===== config.mk =====
export PLATFORM = sky130hd
export DESIGN_NAME = rsq_reset_seq
export DESIGN_NICKNAME = d
export VERILOG_FILES = /design/src/design/rsq_sync.v /design/src/design/rsq_reset_seq.v
export VERILOG_INCLUDE_DIRS = /design/src /design/src/design
export SDC_FILE = /design/constraint.sdc
export NUM_CORES = 1
export LEC_CHECK = 0
export BUFFER_PORTS_ARGS = -buffer_cell sky130_fd_sc_hd__clkbuf_2
export CAP_MARGIN = 20
export CORE_UTILIZATION = 33
export DETAILED_ROUTE_END_ITERATION = 8
export PLACE_DENSITY = 0.55
export REMOVE_ABC_BUFFERS = 1
export SLEW_MARGIN = 10
export SYNTH_ARGS = -nofsm -noshare
export SYNTH_HDL_FRONTEND = slang
export SYNTH_SLANG_ARGS = --single-unit

===== constraint.sdc =====
create_clock -name mclk_i -period 2.5 [get_ports mclk_i]
set_input_delay 0.25 -clock mclk_i [delete_from_list [all_inputs] [get_ports mclk_i]]
set_output_delay 0.25 -clock mclk_i [all_outputs]
set_load 0.01 [all_outputs]

===== src/design/rsq_regs.vh =====
// Constants for the start-up reset sequencer and the option word.
// Assumes a 100 MHz system clock and inclusion by bare name.
`ifndef RSQ_REGS_VH
`define RSQ_REGS_VH

`define RSQ_CLK_MHZ          100
`define RSQ_PWRUP_DELAY_MS   72
`define RSQ_PWRUP_CYCLES     (`RSQ_PWRUP_DELAY_MS * 1000 * `RSQ_CLK_MHZ)
`define RSQ_OSC_SETTLE_CYC   1024
`define RSQ_WDOG_RC_TICKS    18
`define RSQ_OPT_ADDR         14'h2007
`define RSQ_CFG_BASE         14'h2000
`define RSQ_CFG_LAST         14'h3fff
`define RSQ_OPT_WIDTH        14
`define RSQ_OPT_ERASED       14'h3fff
`define RSQ_GUARD_LO_MSB     5
`define RSQ_GUARD_LO_LSB     4
`define RSQ_GUARD_HI_MSB     13
`define RSQ_GUARD_HI_LSB     12
`define RSQ_GUARD_OFF        2'h3
`define RSQ_BIT_WDOG_EN      2
`define RSQ_BIT_PWRUP_EN_N   3

`endif


===== src/design/rsq_sync.v =====
// Two flip-flop synchroniser for a single level.
// Assumes the input is asynchronous to mclk_i.
`timescale 1ns/10ps
`default_nettype none
module rsq_sync (
    // Clock and reset.
    input  wire mclk_i,
    input  wire reset_n_i,
    // Level in and out.
    input  wire async_i,
    output wire sync_o
);
    reg meta_q;
    reg sync_q;

    // The first stage feeds only the second stage.
    always @(posedge mclk_i) begin
        if (!reset_n_i) begin
            meta_q <= 1'b0;
            sync_q <= 1'b0;
        end else begin
            meta_q <= async_i;
            sync_q <= meta_q;
        end
    end

    assign sync_o = sync_q;
endmodule // rsq_sync
`default_nettype wire


===== src/design/rsq_reset_seq.v =====
// Start-up reset sequencer, watchdog and option-word holder.
// Assumes a free-running 100 MHz mclk_i; reset_n_i is the power-on reset.
// Functional notes
// - Watchdog disable comes only from the option word, never from runtime writes.
// - Watchdog counts ticks of its own RC oscillator, not the system clock.
// - Core stays in reset until the oscillator settle timer has expired.
// - Power-up delay of 72 ms applies after power-up only.
// - Halt ends on external reset, watchdog timeout, or interrupt.
// - Programmed option bits read 0; unprogrammed bits read 1.
// - Option word lives at program address 2007h outside user space.
// - Space 2000h to 3FFFh is reachable only in programming mode.
// - Code guard field 11 means unprotected; other codes protect memory.
`timescale 1ns/10ps
`default_nettype none
`include "rsq_regs.vh"
module rsq_reset_seq #(
    parameter PWRUP_CYCLES  = `RSQ_PWRUP_CYCLES,
    parameter SETTLE_CYCLES = `RSQ_OSC_SETTLE_CYC,
    parameter WDOG_TICKS    = `RSQ_WDOG_RC_TICKS
) (
    // Clock and power-on reset.
    input  wire        mclk_i,
    input  wire        reset_n_i,
    // Asynchronous sources.
    input  wire        ext_reset_n_i,
    input  wire        wdog_rc_clk_i,
    input  wire        prog_mode_i,
    // Core side.
    input  wire        sleep_req_i,
    input  wire        irq_i,
    input  wire        wdog_clear_i,
    // Programming port for configuration space.
    input  wire [13:0] prog_addr_i,
    input  wire        prog_wr_i,
    input  wire [13:0] prog_wdata_i,
    output reg  [13:0] prog_rdata_o,
    output reg         prog_ack_o,
    // Status.
    output reg         core_reset_o,
    output reg         halted_o,
    output reg         wdog_reset_o,
    output reg         code_guard_on_o
);
    // One-hot sequencer states.
    localparam ST_OSC = 4'b0001;
    localparam ST_PWR = 4'b0010;
    localparam ST_RUN = 4'b0100;
    localparam ST_HLT = 4'b1000;

    // Terminal counts, all 32 bits wide; the watchdog compare uses only the low 16 bits.
    localparam [31:0] SETTLE_LAST = SETTLE_CYCLES - 1;
    localparam [31:0] PWRUP_LAST  = PWRUP_CYCLES - 1;
    localparam [31:0] WDOG_LAST   = WDOG_TICKS - 1;

    // Synchronised copies of the pins from outside the clock domain.
    wire        ext_rst_s;
    wire        prog_s;
    wire        rc_s;

    // Sequencer, option word and watchdog state.
    reg  [3:0]  state_q;
    reg  [31:0] cnt_q;
    reg         pwrup_q;
    reg  [13:0] opt_q;
    reg         rc_prev_q;
    reg  [15:0] wdog_q;

    // Pins from outside the clock domain are synchronised first; the external reset
    // is inverted so that the synchroniser's cleared state means no request.
    rsq_sync u_sync_ext (
        .mclk_i    (mclk_i),
        .reset_n_i (reset_n_i),
        .async_i   (~ext_reset_n_i),
        .sync_o    (ext_rst_s)
    );
    rsq_sync u_sync_prog (
        .mclk_i    (mclk_i),
        .reset_n_i (reset_n_i),
        .async_i   (prog_mode_i),
        .sync_o    (prog_s)
    );
    rsq_sync u_sync_rc (
        .mclk_i    (mclk_i),
        .reset_n_i (reset_n_i),
        .async_i   (wdog_rc_clk_i),
        .sync_o    (rc_s)
    );

    // Address decode for the whole test and configuration space.
    function in_cfg_space;
        input [13:0] a;
        begin
            in_cfg_space = (a >= `RSQ_CFG_BASE) && (a <= `RSQ_CFG_LAST);
        end
    endfunction

    // Terminal-count test shared by the settle and power-up timers.
    function count_done;
        input [31:0] count;
        input [31:0] last;
        begin
            count_done = (count >= last);
        end
    endfunction

    // Option decode: an unprogrammed bit reads 1, so an erased word enables the watchdog.
    wire       wdog_en  = opt_q[`RSQ_BIT_WDOG_EN];
    wire       pwrup_en = ~opt_q[`RSQ_BIT_PWRUP_EN_N];
    wire [1:0] guard_lo = opt_q[`RSQ_GUARD_LO_MSB:`RSQ_GUARD_LO_LSB];
    wire [1:0] guard_hi = opt_q[`RSQ_GUARD_HI_MSB:`RSQ_GUARD_HI_LSB];

    // Watchdog decode: one rising edge of the RC clock is one tick, and the
    // timeout fires on the tick that would carry the count past its last value.
    wire       rc_tick  = rc_s & ~rc_prev_q;
    wire       wdog_to  = wdog_en && rc_tick &&
                          (wdog_q == WDOG_LAST[15:0]);

    // Option word: erased to all ones; programming clears bits, only in programming mode.
    always @(posedge mclk_i) begin
        if (!reset_n_i) begin
            opt_q <= `RSQ_OPT_ERASED;
            prog_ack_o <= 1'b0;
            prog_rdata_o <= 14'h0000;
        end else begin
            prog_ack_o <= prog_s && in_cfg_space(prog_addr_i);
            if (prog_s && prog_addr_i == `RSQ_OPT_ADDR) begin
                prog_rdata_o <= opt_q;
                if (prog_wr_i) begin
                    opt_q <= opt_q & prog_wdata_i;
                end
            end else begin
                prog_rdata_o <= 14'h0000;
            end
        end
    end

    // Watchdog counts RC ticks; nothing but the option word can disable it.
    always @(posedge mclk_i) begin
        if (!reset_n_i) begin
            rc_prev_q <= 1'b0;
            wdog_q <= 16'h0000;
        end else begin
            rc_prev_q <= rc_s;
            if (!wdog_en || wdog_clear_i || core_reset_o || wdog_to) begin
                wdog_q <= 16'h0000;
            end else if (rc_tick) begin
                wdog_q <= wdog_q + 16'h0001;
            end
        end
    end

    // Sequencer: settle timer, then power-up delay on first start only.
    always @(posedge mclk_i) begin
        if (!reset_n_i) begin
            state_q <= ST_OSC;
            cnt_q <= 32'h0000_0000;
            pwrup_q <= 1'b1;
            core_reset_o <= 1'b1;
            halted_o <= 1'b0;
            wdog_reset_o <= 1'b0;
            code_guard_on_o <= 1'b0;
        end else begin
            code_guard_on_o <= (guard_lo != `RSQ_GUARD_OFF) ||
                               (guard_hi != `RSQ_GUARD_OFF);
            wdog_reset_o <= 1'b0;
            case (state_q)
                // Settle timer; a pending external reset keeps it at zero.
                ST_OSC: begin
                    core_reset_o <= 1'b1;
                    if (ext_rst_s) begin
                        cnt_q <= 32'h0000_0000;
                    end else if (count_done(cnt_q, SETTLE_LAST)) begin
                        cnt_q <= 32'h0000_0000;
                        if (pwrup_q && pwrup_en) begin
                            state_q <= ST_PWR;
                        end else begin
                            state_q <= ST_RUN;
                            core_reset_o <= 1'b0;
                        end
                        // Only the first settle after power-on may take the long delay.
                        pwrup_q <= 1'b0;
                    end else begin
                        cnt_q <= cnt_q + 32'h0000_0001;
                    end
                end
                // Power-up delay; release waits while an external reset is pending.
                ST_PWR: begin
                    if (count_done(cnt_q, PWRUP_LAST)) begin
                        if (!ext_rst_s) begin
                            state_q <= ST_RUN;
                            core_reset_o <= 1'b0;
                        end
                    end else begin
                        cnt_q <= cnt_q + 32'h0000_0001;
                    end
                end
                // Running; a timeout or external reset restarts the settle timer only.
                ST_RUN: begin
                    if (ext_rst_s || wdog_to) begin
                        wdog_reset_o <= wdog_to;
                        state_q <= ST_OSC;
                        core_reset_o <= 1'b1;
                        cnt_q <= 32'h0000_0000;
                    end else if (sleep_req_i) begin
                        state_q <= ST_HLT;
                        halted_o <= 1'b1;
                    end
                end
                ST_HLT: begin
                    // Wake on external reset, watchdog timeout, or interrupt.
                    if (ext_rst_s) begin
                        state_q <= ST_OSC;
                        core_reset_o <= 1'b1;
                        halted_o <= 1'b0;
                        cnt_q <= 32'h0000_0000;
                    end else if (wdog_to || irq_i) begin
                        wdog_reset_o <= wdog_to;
                        state_q <= ST_RUN;
                        halted_o <= 1'b0;
                    end
                end
                default: begin
                    state_q <= ST_OSC;
                    core_reset_o <= 1'b1;
                end
            endcase
        end
    end
endmodule // rsq_reset_seq
`default_nettype wire


==> impl_metrics.xml, run 1 <==
<?xml version="1.0" encoding="UTF-8"?>
<metrics>
  <group name="status">
    <metric name="status" unit="">finished with violations</metric>
    <metric name="failed_checks" unit="">design-rule violations</metric>
  </group>
  <group name="die">
    <metric name="die_ht" unit="um">112</metric>
    <metric name="chipWidth" unit="um">112</metric>
    <metric name="fp-row-count" unit="">39</metric>
    <metric name="io-pin-count" unit="">56</metric>
    <metric name="coreArea" unit="um^2">11600</metric>
    <metric name="floorplan.initialDensity" unit="%">34.4</metric>
    <metric name="die_area" unit="um^2">12500</metric>
  </group>
  <group name="logic_synthesis">
    <metric name="async_reset_ff_share" unit="%">0</metric>
    <metric name="flops_latches_synth" unit="">93</metric>
    <metric name="netlist_instances" unit="">470</metric>
    <metric name="seq_area_frac_synth" unit="%">46.8</metric>
    <metric name="post_synth_instance_area" unit="um^2">3980</metric>
    <metric name="synth_flop_cell" unit="">dfxtp_1</metric>
    <metric name="post_synth_num_cell_types" unit="">51</metric>
    <metric name="synth-edff-count" unit="">0</metric>
    <metric name="postSynthAreaPerCell" unit="um^2">8.47</metric>
    <metric name="yosys_warnings" unit="">0</metric>
  </group>
  <group name="run">
    <metric name="max_cap_viol_count" unit="">0</metric>
  </group>
  <group name="global_route">
    <metric name="antenna_violations_before_repair" unit="">0</metric>
    <metric name="grt_pass1_vias" unit="">3339</metric>
    <metric name="largest_net_degree_at_the_start_of_global_routing" unit="">32</metric>
    <metric name="globalRouteOverflowTotal" unit="">0</metric>
    <metric name="first_pass_grt_wire_length" unit="mm">15.7</metric>
    <metric name="gr-usage-all-layers" unit="%">15.7</metric>
  </group>
  <group name="cts">
    <metric name="cts_tree" unit="">yes</metric>
    <metric name="cts_post_setup_buffers_inserted" unit="">0</metric>
    <metric name="cts-root-to-sink-buffers" unit="">2</metric>
    <metric name="cts_hold_repair.buffers" unit="">0</metric>
    <metric name="clk_latency" unit="ns">0.34</metric>
    <metric name="cts_max_level" unit="">3</metric>
    <metric name="clock-root-buffer" unit="">clkbuf_16</metric>
    <metric name="cts.repair.resized" unit="">0</metric>
    <metric name="numCtsBuffers" unit="">9</metric>
    <metric name="clkSlewWorstSetupHoldPaths" unit="ns">0.07</metric>
    <metric name="clock-sinks" unit="">93</metric>
  </group>
  <group name="worst_setup_path">
    <metric name="worst-endpoint-arrival" unit="ns">2.65</metric>
    <metric name="timing.critical_path.cells" unit="">a31oi_1 &gt; or4_1 &gt; o311a_1 &gt; o22ai_2 &gt; buf_4 &gt; buf_4 &gt; a21oi_1 &gt; o22ai_1</metric>
    <metric name="reg2reg_to" unit="">cnt_q[13]</metric>
    <metric name="timing.critical_path.slowest_stage_cell" unit="">or4_1</metric>
    <metric name="r2r_cells" unit="">8</metric>
    <metric name="end_kind" unit="">register</metric>
    <metric name="critPathMostFrequentCell" unit="">buf_4</metric>
    <metric name="critical_path_peak_fanout" unit="">8</metric>
    <metric name="worstSetupStartpoint" unit="">cnt_q[10]</metric>
    <metric name="timing.reg2reg.setup_slack" unit="ns">0.11</metric>
    <metric name="timing.rr.start" unit="">cnt_q[10]</metric>
    <metric name="criticalPathCategory" unit="">reg -&gt; reg</metric>
    <metric name="worst_setup_path_start_kind" unit="">register</metric>
    <metric name="critical_path.endpoint" unit="">cnt_q[13]</metric>
    <metric name="critPathMaxStageDelay" unit="ns">0.52</metric>
    <metric name="data_required_time_of_the_worst_path" unit="ns">2.76</metric>
  </group>
  <group name="worst_hold_path">
    <metric name="hold_path_depth" unit="">2</metric>
    <metric name="hold_path_class" unit="">in -&gt; reg</metric>
  </group>
  <group name="detailed_routing">
    <metric name="vias" unit="">3534</metric>
    <metric name="firstDrtPassIters" unit="">6</metric>
    <metric name="route.final.wire_length" unit="mm">9.38</metric>
    <metric name="final_antenna_net_count" unit="">0</metric>
    <metric name="drt_iter0_drc" unit="">245</metric>
    <metric name="drt-wirelength-per-cell" unit="um">13.7</metric>
    <metric name="route.detailed.vias_per_inst" unit="">5.17</metric>
    <metric name="drt_drc_violations_left" unit="">11</metric>
  </group>
  <group name="layout">
    <metric name="utilization" unit="%">41.4</metric>
    <metric name="area_growth" unit="%">20.3</metric>
    <metric name="finalNetCount" unit="">576</metric>
    <metric name="n_antenna_cell" unit="">0</metric>
    <metric name="fill_cells" unit="">1163</metric>
    <metric name="post_route_cells_drive_above_1_share" unit="%">19.4</metric>
  </group>
  <group name="timing">
    <metric name="rsz_0062_raised_after_global_routing" unit="">yes</metric>
    <metric name="count_of_final_hold_check_violations" unit="">0</metric>
    <metric name="final_setup_tns" unit="ns">0</metric>
    <metric name="slew_headroom" unit="%">55.3</metric>
    <metric name="finalClockSkew" unit="ns">0.00550</metric>
    <metric name="max_freq" unit="GHz">0.419</metric>
    <metric name="setup_viol" unit="">0</metric>
    <metric name="min_period" unit="ns">2.39</metric>
    <metric name="report.final.slew_viol_count" unit="">0</metric>
    <metric name="finalCritPeriodShare" unit="%">95.4</metric>
    <metric name="worst_slew_pin_slew" unit="ns">0.669</metric>
  </group>
  <group name="placed_design">
    <metric name="routabilityCongestion" unit="">0.823</metric>
    <metric name="post-dp-hpwl" unit="mm">6.66</metric>
    <metric name="place.port_buffers" unit="">55</metric>
  </group>
  <group name="pwr">
    <metric name="pwr_density_cell" unit="nW/um^2">733</metric>
    <metric name="power.static_leakage" unit="nW">1.84</metric>
    <metric name="vdd.ir_drop.worst" unit="uV">265</metric>
  </group>
</metrics>
[state kept, by name, summed over array words and instances (netlist names), 4 cells and up]
signal,flops
state_q,4
wdog_q,16
cnt_q,32
prog_rdata_o,14
opt_q,14
[worst max-delay path, delay by kind of cell (launching register included)]
| kind | cells | cell delay [ns] |
|---|---|---|
| AO/OA/AOI/OAI | 5 | 1.00 |
| AND/OR/NAND/NOR | 1 | 0.52 |
| flip-flops | 1 | 0.43 |
| buffers and inverters | 2 | 0.37 |
[worst min-delay path by stage]
stage	from	to	slack [ns]
after detailed placement	ext_reset_n_i	u_sync_ext.meta_q	0.41
final	ext_reset_n_i	u_sync_ext.meta_q	0.06
after global placement	u_sync_prog.meta_q	u_sync_prog.sync_o	0.42
after global routing	ext_reset_n_i	u_sync_ext.meta_q	0.05
after CTS	ext_reset_n_i	u_sync_ext.meta_q	0.05
after floorplan	reset_n_i	opt_q[0]	0.31
[report_power, final]
group / internal (mW) / switching (mW) / total [mW]
Combinational: 0.291 / 0.385 / 0.675
Sequential: 1.52 / 0.0519 / 1.57
Clock: 0.685 / 0.581 / 1.27
Total: 2.50 / 1.02 / 3.51
[layout make-up]
class | count | area [um^2] | share of cell area [%]
multi-input cells | 340 | 1970 | 41.1
flip-flops and latches | 93 | 1860 | 38.9
repair buffers | 78 | 452 | 9.43
clock buffers | 10 | 229 | 4.78
well taps | 143 | 179 | 3.74
inverters | 14 | 52.6 | 1.10
clock inverters | 6 | 46.3 | 0.967
[metrics by stage]
stage	cell area [um^2]	total power, mW	hold slack (ns)	cells	setup slack, ns
6_report	4790	3.51	0.0559	684	0.114
4_1_cts	4780	3.56	0.0491	684	0.0648
3_5_place_dp	4500	2.27	0.414	668	0.0916
3_3_place_gp	4500	2.27	0.418	668	0.171
5_1_grt	4790	3.70	0.0539	684	-0.0339
2_1_floorplan	3880	1.97	0.312	447	-0.310
[Yosys cell counts, drive strengths merged (2+ instances only)]
library cell	instances	area share, %
a211oi	3	0.57
a21oi	26	3.3
and2	20	3.1
and3	15	2.4
and4	2	0.44
buf	6	0.97
clkbuf	17	1.6
dfxtp	93	47
ha	3	0.94
inv	14	1.3
nand2	60	5.7
nand2b	8	1.3
nand3	23	2.9
nand4	11	1.7
nand4b	3	0.66
nor2	30	2.8
nor2b	3	0.47
nor3	17	2.1
nor4	9	1.4
nor4b	5	1.3
nor4bb	2	0.50
o21ai	18	2.4
o21bai	2	0.38
o22ai	21	3.5
o31ai	3	0.57
o32ai	2	0.44
or2	6	0.94
or3	15	2.4
or4	3	0.57
xnor2	5	1.1
xor2	10	2.2
[layout by cell type (no fill, tap or decap), types with 2 or more instances in the layout]
master / n
a21oi_1: 26
nor2_1: 30
nand3_1: 23
nor4_1: 8
buf_4: 22
inv_1: 14
and2_1: 20
o21ai_0: 17
xor2_1: 10
nand2_1: 60
o32ai_1: 2
nor4b_1: 4
and4_1: 2
o22ai_1: 20
or2_2: 6
nor2b_1: 3
nor3_1: 17
clkbuf_2: 55
nand2b_1: 8
o31ai_1: 3
or4_1: 3
o21bai_1: 2
inv_6: 2
a211oi_1: 3
nand4b_1: 3
xnor2_1: 5
clkinv_2: 2
or3_1: 15
and3_1: 15
ha_1: 3
dfxtp_1: 93
nand4_1: 11
clkbuf_16: 9
nor4bb_1: 2
[routing by layer]
metal	share of wire [%]	global-route usage (%)	up-vias
met1	50	20.8	1636
met3	4.4	2.83	14
met5	0	0	-
met2	43	24.5	74
li1	-	-	1810
met4	2.3	7.48	0
[kinds of logic (layout without fill, tap and decap cells)]
family	after synthesis	count (layout)	share of synthesized area, %
buffers and inverters	37	108	3.90
AOI/OAI and AO/OA	87	87	13.8
adders and majority gates	3	3	0.943
and+or+nand+nor	235	235	31.3
DFF	93	93	46.8
xor gates and xnor gates	15	15	3.30
No activity file was read; power rests on OpenSTA's default activity.
==> run 2: changes to the inputs <==
--- a/config.mk
+++ b/config.mk
@@ -15,4 +15,5 @@
 export SLEW_MARGIN = 10
 export SYNTH_ARGS = -nofsm -noshare
 export SYNTH_HDL_FRONTEND = slang
+export SYNTH_HIERARCHICAL = 1
 export SYNTH_SLANG_ARGS = --single-unit
==> impl_metrics.xml, run 2 <==
<?xml version="1.0" encoding="UTF-8"?>
<metrics>
  <group name="status">
    <metric name="status" unit="">finished with violations</metric>
    <metric name="failed_checks" unit="">design-rule violations</metric>
  </group>
  <group name="timing">
    <metric name="postLayoutSetupSlackWorst" unit="ns">0.191</metric>
    <metric name="slew_headroom" unit="%">61.5</metric>
    <metric name="max_freq" unit="GHz">0.433</metric>
    <metric name="min_period" unit="ns">2.31</metric>
    <metric name="finalCritPeriodShare" unit="%">92.3</metric>
    <metric name="report.final.slew_viol_count" unit="">0</metric>
    <metric name="finalClockSkew" unit="ns">0.0111</metric>
    <metric name="worst_slew_pin_slew" unit="ns">0.576</metric>
    <metric name="count_of_final_hold_check_violations" unit="">0</metric>
    <metric name="setup_viol" unit="">0</metric>
  </group>
  <group name="global_route">
    <metric name="grt_pass1_vias" unit="">3238</metric>
    <metric name="antenna_violations_before_repair" unit="">0</metric>
    <metric name="largest_net_degree_at_the_start_of_global_routing" unit="">43</metric>
    <metric name="gr-usage-all-layers" unit="%">15.2</metric>
    <metric name="first_pass_grt_wire_length" unit="mm">15.2</metric>
    <metric name="globalRouteOverflowTotal" unit="">0</metric>
  </group>
  <group name="run">
    <metric name="max_cap_viol_count" unit="">0</metric>
  </group>
  <group name="layout">
    <metric name="post_route_cells_drive_above_1_share" unit="%">19.8</metric>
    <metric name="n_antenna_cell" unit="">0</metric>
    <metric name="layout.cells.most_common" unit="">dfxtp_1</metric>
    <metric name="finalNetCount" unit="">551</metric>
    <metric name="largest_register_ff_count" unit="">32</metric>
    <metric name="regMostFlops" unit="">cnt_q</metric>
    <metric name="most-common-layout-cells" unit="">dfxtp_1 (90), clkbuf_2 (55), nand2_1 (46), nor2_1 (35), and2_1 (25)</metric>
    <metric name="largest_registers" unit="">cnt_q: 32 flops, wdog_q: 16 flops</metric>
    <metric name="area_growth" unit="%">21.4</metric>
  </group>
  <group name="logic_synthesis">
    <metric name="yosys_warnings" unit="">6</metric>
    <metric name="seq_area_frac_synth" unit="%">47.0</metric>
    <metric name="async_reset_ff_share" unit="%">0</metric>
    <metric name="most_frequent_cells_after_synthesis" unit="">dfxtp_1 (93), nand2_1 (47), nor2_1 (35)</metric>
    <metric name="flops_latches_synth" unit="">93</metric>
    <metric name="post-synth-top-count-cell" unit="">dfxtp_1</metric>
    <metric name="netlist_top_cells_area" unit="">dfxtp_1 (47%), nand2_1 (4.5%), and2_1 (3.9%)</metric>
    <metric name="postSynthAreaPerCell" unit="um^2">8.81</metric>
    <metric name="synth_top_area_cell" unit="">dfxtp_1</metric>
    <metric name="post_synth_num_cell_types" unit="">56</metric>
    <metric name="netlist.area_leader.share" unit="%">47.0</metric>
    <metric name="synth-edff-count" unit="">0</metric>
    <metric name="netlist_instances" unit="">450</metric>
    <metric name="synth_flop_cell" unit="">dfxtp_1</metric>
    <metric name="post_synth_instance_area" unit="um^2">3960</metric>
  </group>
  <group name="pwr">
    <metric name="p_int" unit="mW">2.58</metric>
    <metric name="p_seq_share" unit="%">45.3</metric>
    <metric name="clock_power_share" unit="%">40.2</metric>
    <metric name="comb_power_share" unit="%">14.5</metric>
    <metric name="switchingPower" unit="mW">0.917</metric>
    <metric name="pwr_density_cell" unit="nW/um^2">726</metric>
    <metric name="fin_total_pwr" unit="mW">3.49</metric>
    <metric name="power.static_leakage" unit="nW">1.93</metric>
    <metric name="vdd.ir_drop.worst" unit="uV">304</metric>
    <metric name="swShare" unit="%">26.2</metric>
  </group>
  <group name="detailed_routing">
    <metric name="final_antenna_net_count" unit="">0</metric>
    <metric name="drt-wirelength-per-cell" unit="um">13.4</metric>
    <metric name="vias" unit="">3413</metric>
    <metric name="route.final.wire_length" unit="mm">8.84</metric>
    <metric name="route.detailed.vias_per_inst" unit="">5.19</metric>
    <metric name="drt_iter0_drc" unit="">173</metric>
    <metric name="drt_drc_violations_left" unit="">4</metric>
    <metric name="firstDrtPassIters" unit="">7</metric>
  </group>
  <group name="die">
    <metric name="fp-row-count" unit="">39</metric>
    <metric name="floorplan.initialDensity" unit="%">34.3</metric>
    <metric name="chipWidth" unit="um">112</metric>
    <metric name="io-pin-count" unit="">56</metric>
    <metric name="die_area" unit="um^2">12500</metric>
    <metric name="die_ht" unit="um">112</metric>
    <metric name="coreArea" unit="um^2">11600</metric>
  </group>
  <group name="cts">
    <metric name="clkSlewWorstSetupHoldPaths" unit="ns">0.06</metric>
    <metric name="numCtsBuffers" unit="">9</metric>
    <metric name="cts_hold_repair.buffers" unit="">0</metric>
    <metric name="cts_max_level" unit="">3</metric>
    <metric name="clock-root-buffer" unit="">clkbuf_16</metric>
    <metric name="clk_latency" unit="ns">0.34</metric>
    <metric name="cts-root-to-sink-buffers" unit="">2</metric>
    <metric name="cts_tree" unit="">yes</metric>
    <metric name="clock-sinks" unit="">93</metric>
  </group>
  <group name="worst_setup_path">
    <metric name="timing.rr.start" unit="">cnt_q[0]</metric>
    <metric name="end_kind" unit="">register</metric>
    <metric name="timing.critical_path.cells" unit="">ha_1 &gt; nand4_1 &gt; o21ai_0 &gt; a311oi_4 &gt; o211ai_4 &gt; and2_1 &gt; a221o_1</metric>
    <metric name="worst_setup_path_start_kind" unit="">register</metric>
    <metric name="data_required_time_of_the_worst_path" unit="ns">2.73</metric>
    <metric name="worst-endpoint-arrival" unit="ns">2.54</metric>
    <metric name="criticalPathCategory" unit="">reg -&gt; reg</metric>
    <metric name="critical_path_peak_fanout" unit="">8</metric>
    <metric name="critPathMaxStageDelay" unit="ns">0.50</metric>
    <metric name="timing.critical_path.slowest_stage_cell" unit="">a311oi_4</metric>
    <metric name="worstSetupStartpoint" unit="">cnt_q[0]</metric>
    <metric name="cp.buffers_inverters" unit="">0</metric>
    <metric name="crit_family" unit="">compound AO/OA/AOI/OAI gates</metric>
  </group>
  <group name="placed_design">
    <metric name="place.port_buffers" unit="">55</metric>
    <metric name="post-dp-hpwl" unit="mm">6.19</metric>
    <metric name="routabilityCongestion" unit="">0.769</metric>
    <metric name="dp_slack" unit="ns">0.0725</metric>
  </group>
  <group name="worst_hold_path">
    <metric name="hold_path_class" unit="">in -&gt; reg</metric>
    <metric name="worst_hold_startpoint" unit="">prog_mode_i</metric>
  </group>
</metrics>
-- run 2: cell types whose count changed after synthesis, sizes merged, moves of 8 or more --
| cell | delta |
|---|---|
| o22ai | -19 |
| a21oi | -8 |
| or3 | -9 |
| nand2 | -13 |
| a31oi | +15 |
-- run 2: power by group through the flow --
stage	Sequential, mW	Clock (mW)	Combinational [mW]
after floorplan	1.61	0	0.278
after global placement	1.61	0	0.474
final	1.58	1.40	0.507
after global routing	1.59	1.51	0.563
after detailed placement	1.61	0	0.485
after CTS	1.58	1.44	0.486
-- run 2: area by class of cell --
cell class	count	area, um^2
Inverter	9	33.8
Clock buffer	11	253
Sequential cell	93	1870
Clock inverter	4	56.3
Timing Repair Buffer	71	412
Tap cell	143	179
Multi-Input combinational cell	327	2010
Fill cell	1162	6760
-- run 2: final timing paths --
| check | end | slack, ns | cells past startpoint |
|---|---|---|---|
| hold / removal | u_sync_prog/meta_q | 0.10 | 2 |
| hold reg to reg | u_sync_rc/sync_o | 0.44 | 1 |
| setup / recovery | cnt_q[21] | 0.19 | 7 |
| setup reg to reg | cnt_q[21] | 0.19 | 7 |
-- run 2: logic make-up (layout without fill, tap and decap cells) --
kind of cell / Yosys count / after routing / share of synthesized area, %
muxes: 1 / 1 / 0.253
adders and majority gates: 3 / 3 / 0.947
buffers and inverters: 30 / 95 / 3.47
and+or+nand+nor: 220 / 220 / 30.5
AOI/OAI and AO/OA: 88 / 88 / 14.5
DFF: 93 / 93 / 47.0
xor gates and xnor gates: 15 / 15 / 3.32
-- run 2: per-stage QoR --
step	hold slack, ns	instances	instance area [um^2]	TNS, ns	util [%]
floorplan	0.312	429	3860	-1.06	-
global placement	0.418	643	4450	0	38.4
detailed placement	0.421	643	4450	0	38.4
CTS	0.0961	658	4750	0	41.1
global route	0.111	658	4810	-0.00519	41.6
finish	0.104	658	4810	0	41.6
-- run 2: layer usage --
metal	vias up	wire, um	track usage (%)
met3	2	329	3.65
li1	1742	-	-
met4	0	36	6.76
met2	36	4110	23.9
met5	-	0	0
met1	1633	4370	19.8
-- run 2: timing repair --
item | CTS | global route
setup endpoints to repair | 0 | 20
resized for setup | 0 | 11
setup buffers | 0 | 0
==> run 3: changes to the inputs <==
--- a/config.mk
+++ b/config.mk
@@ -8,12 +8,13 @@
 export LEC_CHECK = 0
 export BUFFER_PORTS_ARGS = -buffer_cell sky130_fd_sc_hd__clkbuf_2
 export CAP_MARGIN = 20
+export CELL_PAD_IN_SITES_DETAIL_PLACEMENT = 1
+export CELL_PAD_IN_SITES_GLOBAL_PLACEMENT = 2
 export CORE_UTILIZATION = 33
 export DETAILED_ROUTE_END_ITERATION = 8
-export PLACE_DENSITY = 0.55
+export PLACE_DENSITY = 0.81
 export REMOVE_ABC_BUFFERS = 1
 export SLEW_MARGIN = 10
 export SYNTH_ARGS = -nofsm -noshare
 export SYNTH_HDL_FRONTEND = slang
-export SYNTH_HIERARCHICAL = 1
 export SYNTH_SLANG_ARGS = --single-unit
==> impl_metrics.xml, run 3 (same netlist as run 1, synthesis figures left out) <==
<?xml version="1.0" encoding="UTF-8"?>
<metrics>
  <group name="pwr">
    <metric name="p_seq_share" unit="%">42.4</metric>
    <metric name="clock_power_share" unit="%">36.6</metric>
    <metric name="swShare" unit="%">30.4</metric>
    <metric name="vdd.ir_drop.worst" unit="uV">278</metric>
    <metric name="switchingPower" unit="mW">1.12</metric>
    <metric name="comb_power_share" unit="%">21.0</metric>
    <metric name="pwr_density_cell" unit="nW/um^2">758</metric>
    <metric name="power.static_leakage" unit="nW">1.88</metric>
    <metric name="p_int" unit="mW">2.56</metric>
    <metric name="fin_total_pwr" unit="mW">3.68</metric>
  </group>
  <group name="status">
    <metric name="failed_checks" unit="">design-rule violations</metric>
    <metric name="status" unit="">finished with violations</metric>
  </group>
  <group name="detailed_routing">
    <metric name="drt_drc_violations_left" unit="">10</metric>
    <metric name="route.detailed.vias_per_inst" unit="">5.37</metric>
    <metric name="final_antenna_net_count" unit="">0</metric>
    <metric name="drt-wirelength-per-cell" unit="um">15.8</metric>
    <metric name="route.final.wire_length" unit="mm">10.9</metric>
    <metric name="vias" unit="">3694</metric>
    <metric name="firstDrtPassIters" unit="">6</metric>
    <metric name="drt_iter0_drc" unit="">194</metric>
  </group>
  <group name="die">
    <metric name="fp-row-count" unit="">39</metric>
    <metric name="floorplan.initialDensity" unit="%">34.4</metric>
    <metric name="coreArea" unit="um^2">11600</metric>
    <metric name="io-pin-count" unit="">56</metric>
    <metric name="die_area" unit="um^2">12500</metric>
    <metric name="chipWidth" unit="um">112</metric>
    <metric name="die_ht" unit="um">112</metric>
  </group>
  <group name="worst_setup_path">
    <metric name="worstSetupStartpoint" unit="">cnt_q[28]</metric>
    <metric name="data_required_time_of_the_worst_path" unit="ns">2.77</metric>
    <metric name="r2r_cells" unit="">7</metric>
    <metric name="worst_setup_path_start_kind" unit="">register</metric>
    <metric name="criticalPathCategory" unit="">reg -&gt; reg</metric>
    <metric name="timing.critical_path.slowest_stage_cell" unit="">o311a_1</metric>
    <metric name="timing.critical_path.cells" unit="">nor4_1 &gt; nand4_1 &gt; o311a_1 &gt; o22ai_2 &gt; buf_6 &gt; o21ba_2 &gt; o22ai_1</metric>
    <metric name="critical_path_peak_fanout" unit="">20</metric>
    <metric name="timing.rr.start" unit="">cnt_q[28]</metric>
    <metric name="critPathMaxStageDelay" unit="ns">0.46</metric>
    <metric name="timing.reg2reg.setup_slack" unit="ns">0.09</metric>
    <metric name="reg2reg_to" unit="">cnt_q[7]</metric>
    <metric name="end_kind" unit="">register</metric>
    <metric name="worst-endpoint-arrival" unit="ns">2.68</metric>
    <metric name="critical_path.endpoint" unit="">cnt_q[7]</metric>
  </group>
  <group name="cts">
    <metric name="cts_max_level" unit="">3</metric>
    <metric name="cts-root-to-sink-buffers" unit="">2</metric>
    <metric name="cts_post_setup_buffers_inserted" unit="">0</metric>
    <metric name="numCtsBuffers" unit="">9</metric>
    <metric name="cts_tree" unit="">yes</metric>
    <metric name="clock-sinks" unit="">93</metric>
    <metric name="clkSlewWorstSetupHoldPaths" unit="ns">0.07</metric>
    <metric name="clock-root-buffer" unit="">clkbuf_16</metric>
    <metric name="cts_hold_repair.buffers" unit="">0</metric>
    <metric name="cts.repair.resized" unit="">0</metric>
    <metric name="clk_latency" unit="ns">0.35</metric>
  </group>
  <group name="placed_design">
    <metric name="place.port_buffers" unit="">55</metric>
    <metric name="place_area" unit="um^2">4560</metric>
    <metric name="post-dp-hpwl" unit="mm">7.81</metric>
    <metric name="routabilityCongestion" unit="">0.809</metric>
  </group>
  <group name="timing">
    <metric name="count_of_final_hold_check_violations" unit="">0</metric>
    <metric name="min_period" unit="ns">2.41</metric>
    <metric name="slew_headroom" unit="%">52.7</metric>
    <metric name="setup_viol" unit="">0</metric>
    <metric name="worst_slew_pin_slew" unit="ns">0.708</metric>
    <metric name="report.final.slew_viol_count" unit="">0</metric>
    <metric name="finalCritPeriodShare" unit="%">96.4</metric>
    <metric name="finalClockSkew" unit="ns">0.0103</metric>
    <metric name="max_freq" unit="GHz">0.415</metric>
  </group>
  <group name="layout">
    <metric name="layout.cells.most_common" unit="">dfxtp_1</metric>
    <metric name="largest_register_ff_count" unit="">32</metric>
    <metric name="n_antenna_cell" unit="">0</metric>
    <metric name="area_growth" unit="%">22.1</metric>
    <metric name="finalNetCount" unit="">580</metric>
    <metric name="largest_registers" unit="">cnt_q: 32 flops, wdog_q: 16 flops</metric>
    <metric name="finish.instance_area" unit="um^2">4860</metric>
    <metric name="regMostFlops" unit="">cnt_q</metric>
    <metric name="most-common-layout-cells" unit="">dfxtp_1 (93), nand2_1 (60), clkbuf_2 (55), nor2_1 (30), a21oi_1 (26)</metric>
    <metric name="post_route_cells_drive_above_1_share" unit="%">20.2</metric>
  </group>
  <group name="global_route">
    <metric name="grt.busiest_layer" unit="">met2</metric>
    <metric name="antenna_violations_before_repair" unit="">0</metric>
    <metric name="grt_pass1_vias" unit="">3665</metric>
    <metric name="first_pass_grt_wire_length" unit="mm">18.3</metric>
    <metric name="grtUsageMet3" unit="%">3.59</metric>
    <metric name="gr-usage-all-layers" unit="%">18.4</metric>
    <metric name="grt_util_met1" unit="%">24.8</metric>
    <metric name="largest_net_degree_at_the_start_of_global_routing" unit="">35</metric>
    <metric name="globalRouteOverflowTotal" unit="">0</metric>
    <metric name="grtUsageMet2" unit="%">28.9</metric>
  </group>
  <group name="worst_hold_path">
    <metric name="hold_path_class" unit="">in -&gt; reg</metric>
  </group>
  <group name="run">
    <metric name="max_cap_viol_count" unit="">0</metric>
  </group>
</metrics>
run 3: cell count changes in the layout (fill, tap and decap cells not counted), moves of 5 or more:
cell     before  now
or3_1         6   15
and2_1       25   20
buf_4        14   24
a31oi_1      16    1
inv_1         8   14
nor2_1       35   30
nand2_1      46   60
nor3b_1       7    0
or2_2         1    6
nor3_1       10   17
a21oi_1      18   26
o22ai_1       2   20
o21ai_0      24   17
run 3: worst min-delay path by stage:
stage                  startpoint                 to  slack, ns  depth (start not counted)
CTS                 ext_reset_n_i  u_sync_ext.meta_q       0.04                          2
finish              ext_reset_n_i  u_sync_ext.meta_q       0.05                          2
floorplan               reset_n_i           opt_q[0]       0.31                          1
detailed placement  ext_reset_n_i  u_sync_ext.meta_q       0.41                          2
global route        ext_reset_n_i  u_sync_ext.meta_q       0.05                          2
global placement    ext_reset_n_i  u_sync_ext.meta_q       0.41                          2
run 3: final cells by class:
class	count	area, um^2
fill	1379	6710
clock buffer	9	225
inverter	14	52.6
multi-input combinational	340	1970
timing repair buffer	82	507
sequential	93	1860
clock inverter	7	65.1
tap	143	179
run 3: routing by layer:
layer / up-vias / routed length, um / share of wire [%]
li1: 1823 / - / -
met1: 1761 / 5390 / 50
met2: 92 / 4760 / 44
met3: 18 / 530 / 4.9
met4: 0 / 207 / 1.9
met5: - / 0 / 0
run 3: metrics by stage:
| stage | utilization, % | worst slack (ns) | hold WS [ns] | TNS [ns] | std cells |
|---|---|---|---|---|---|
| final | 42.0 | 0.0903 | 0.0464 | 0 | 688 |
| after global placement | 39.4 | 0.204 | 0.408 | 0 | 672 |
| after CTS | 41.9 | 0.0810 | 0.0355 | 0 | 688 |
| after global routing | 42.0 | -0.00937 | 0.0475 | -0.00937 | 688 |
| after detailed placement | 39.4 | 0.0938 | 0.406 | 0 | 672 |
| after floorplan | - | -0.310 | 0.312 | -4.64 | 447 |
run 3: worst max-delay path: cells and delay by family, from the launching register on:
kind,cells,cell delay [ns]
simple gates,2,0.72
buf+inv,1,0.23
flops,1,0.31
compound gates,4,1.08
run 3: power groups by stage:
stage / clock network [mW] / logic [mW] / registers (mW)
6_report: 1.35 / 0.775 / 1.56
5_1_grt: 1.45 / 0.839 / 1.56
4_1_cts: 1.38 / 0.768 / 1.56
3_5_place_dp: 0 / 0.761 / 1.59
3_3_place_gp: 0 / 0.744 / 1.59
2_1_floorplan: 0 / 0.382 / 1.59
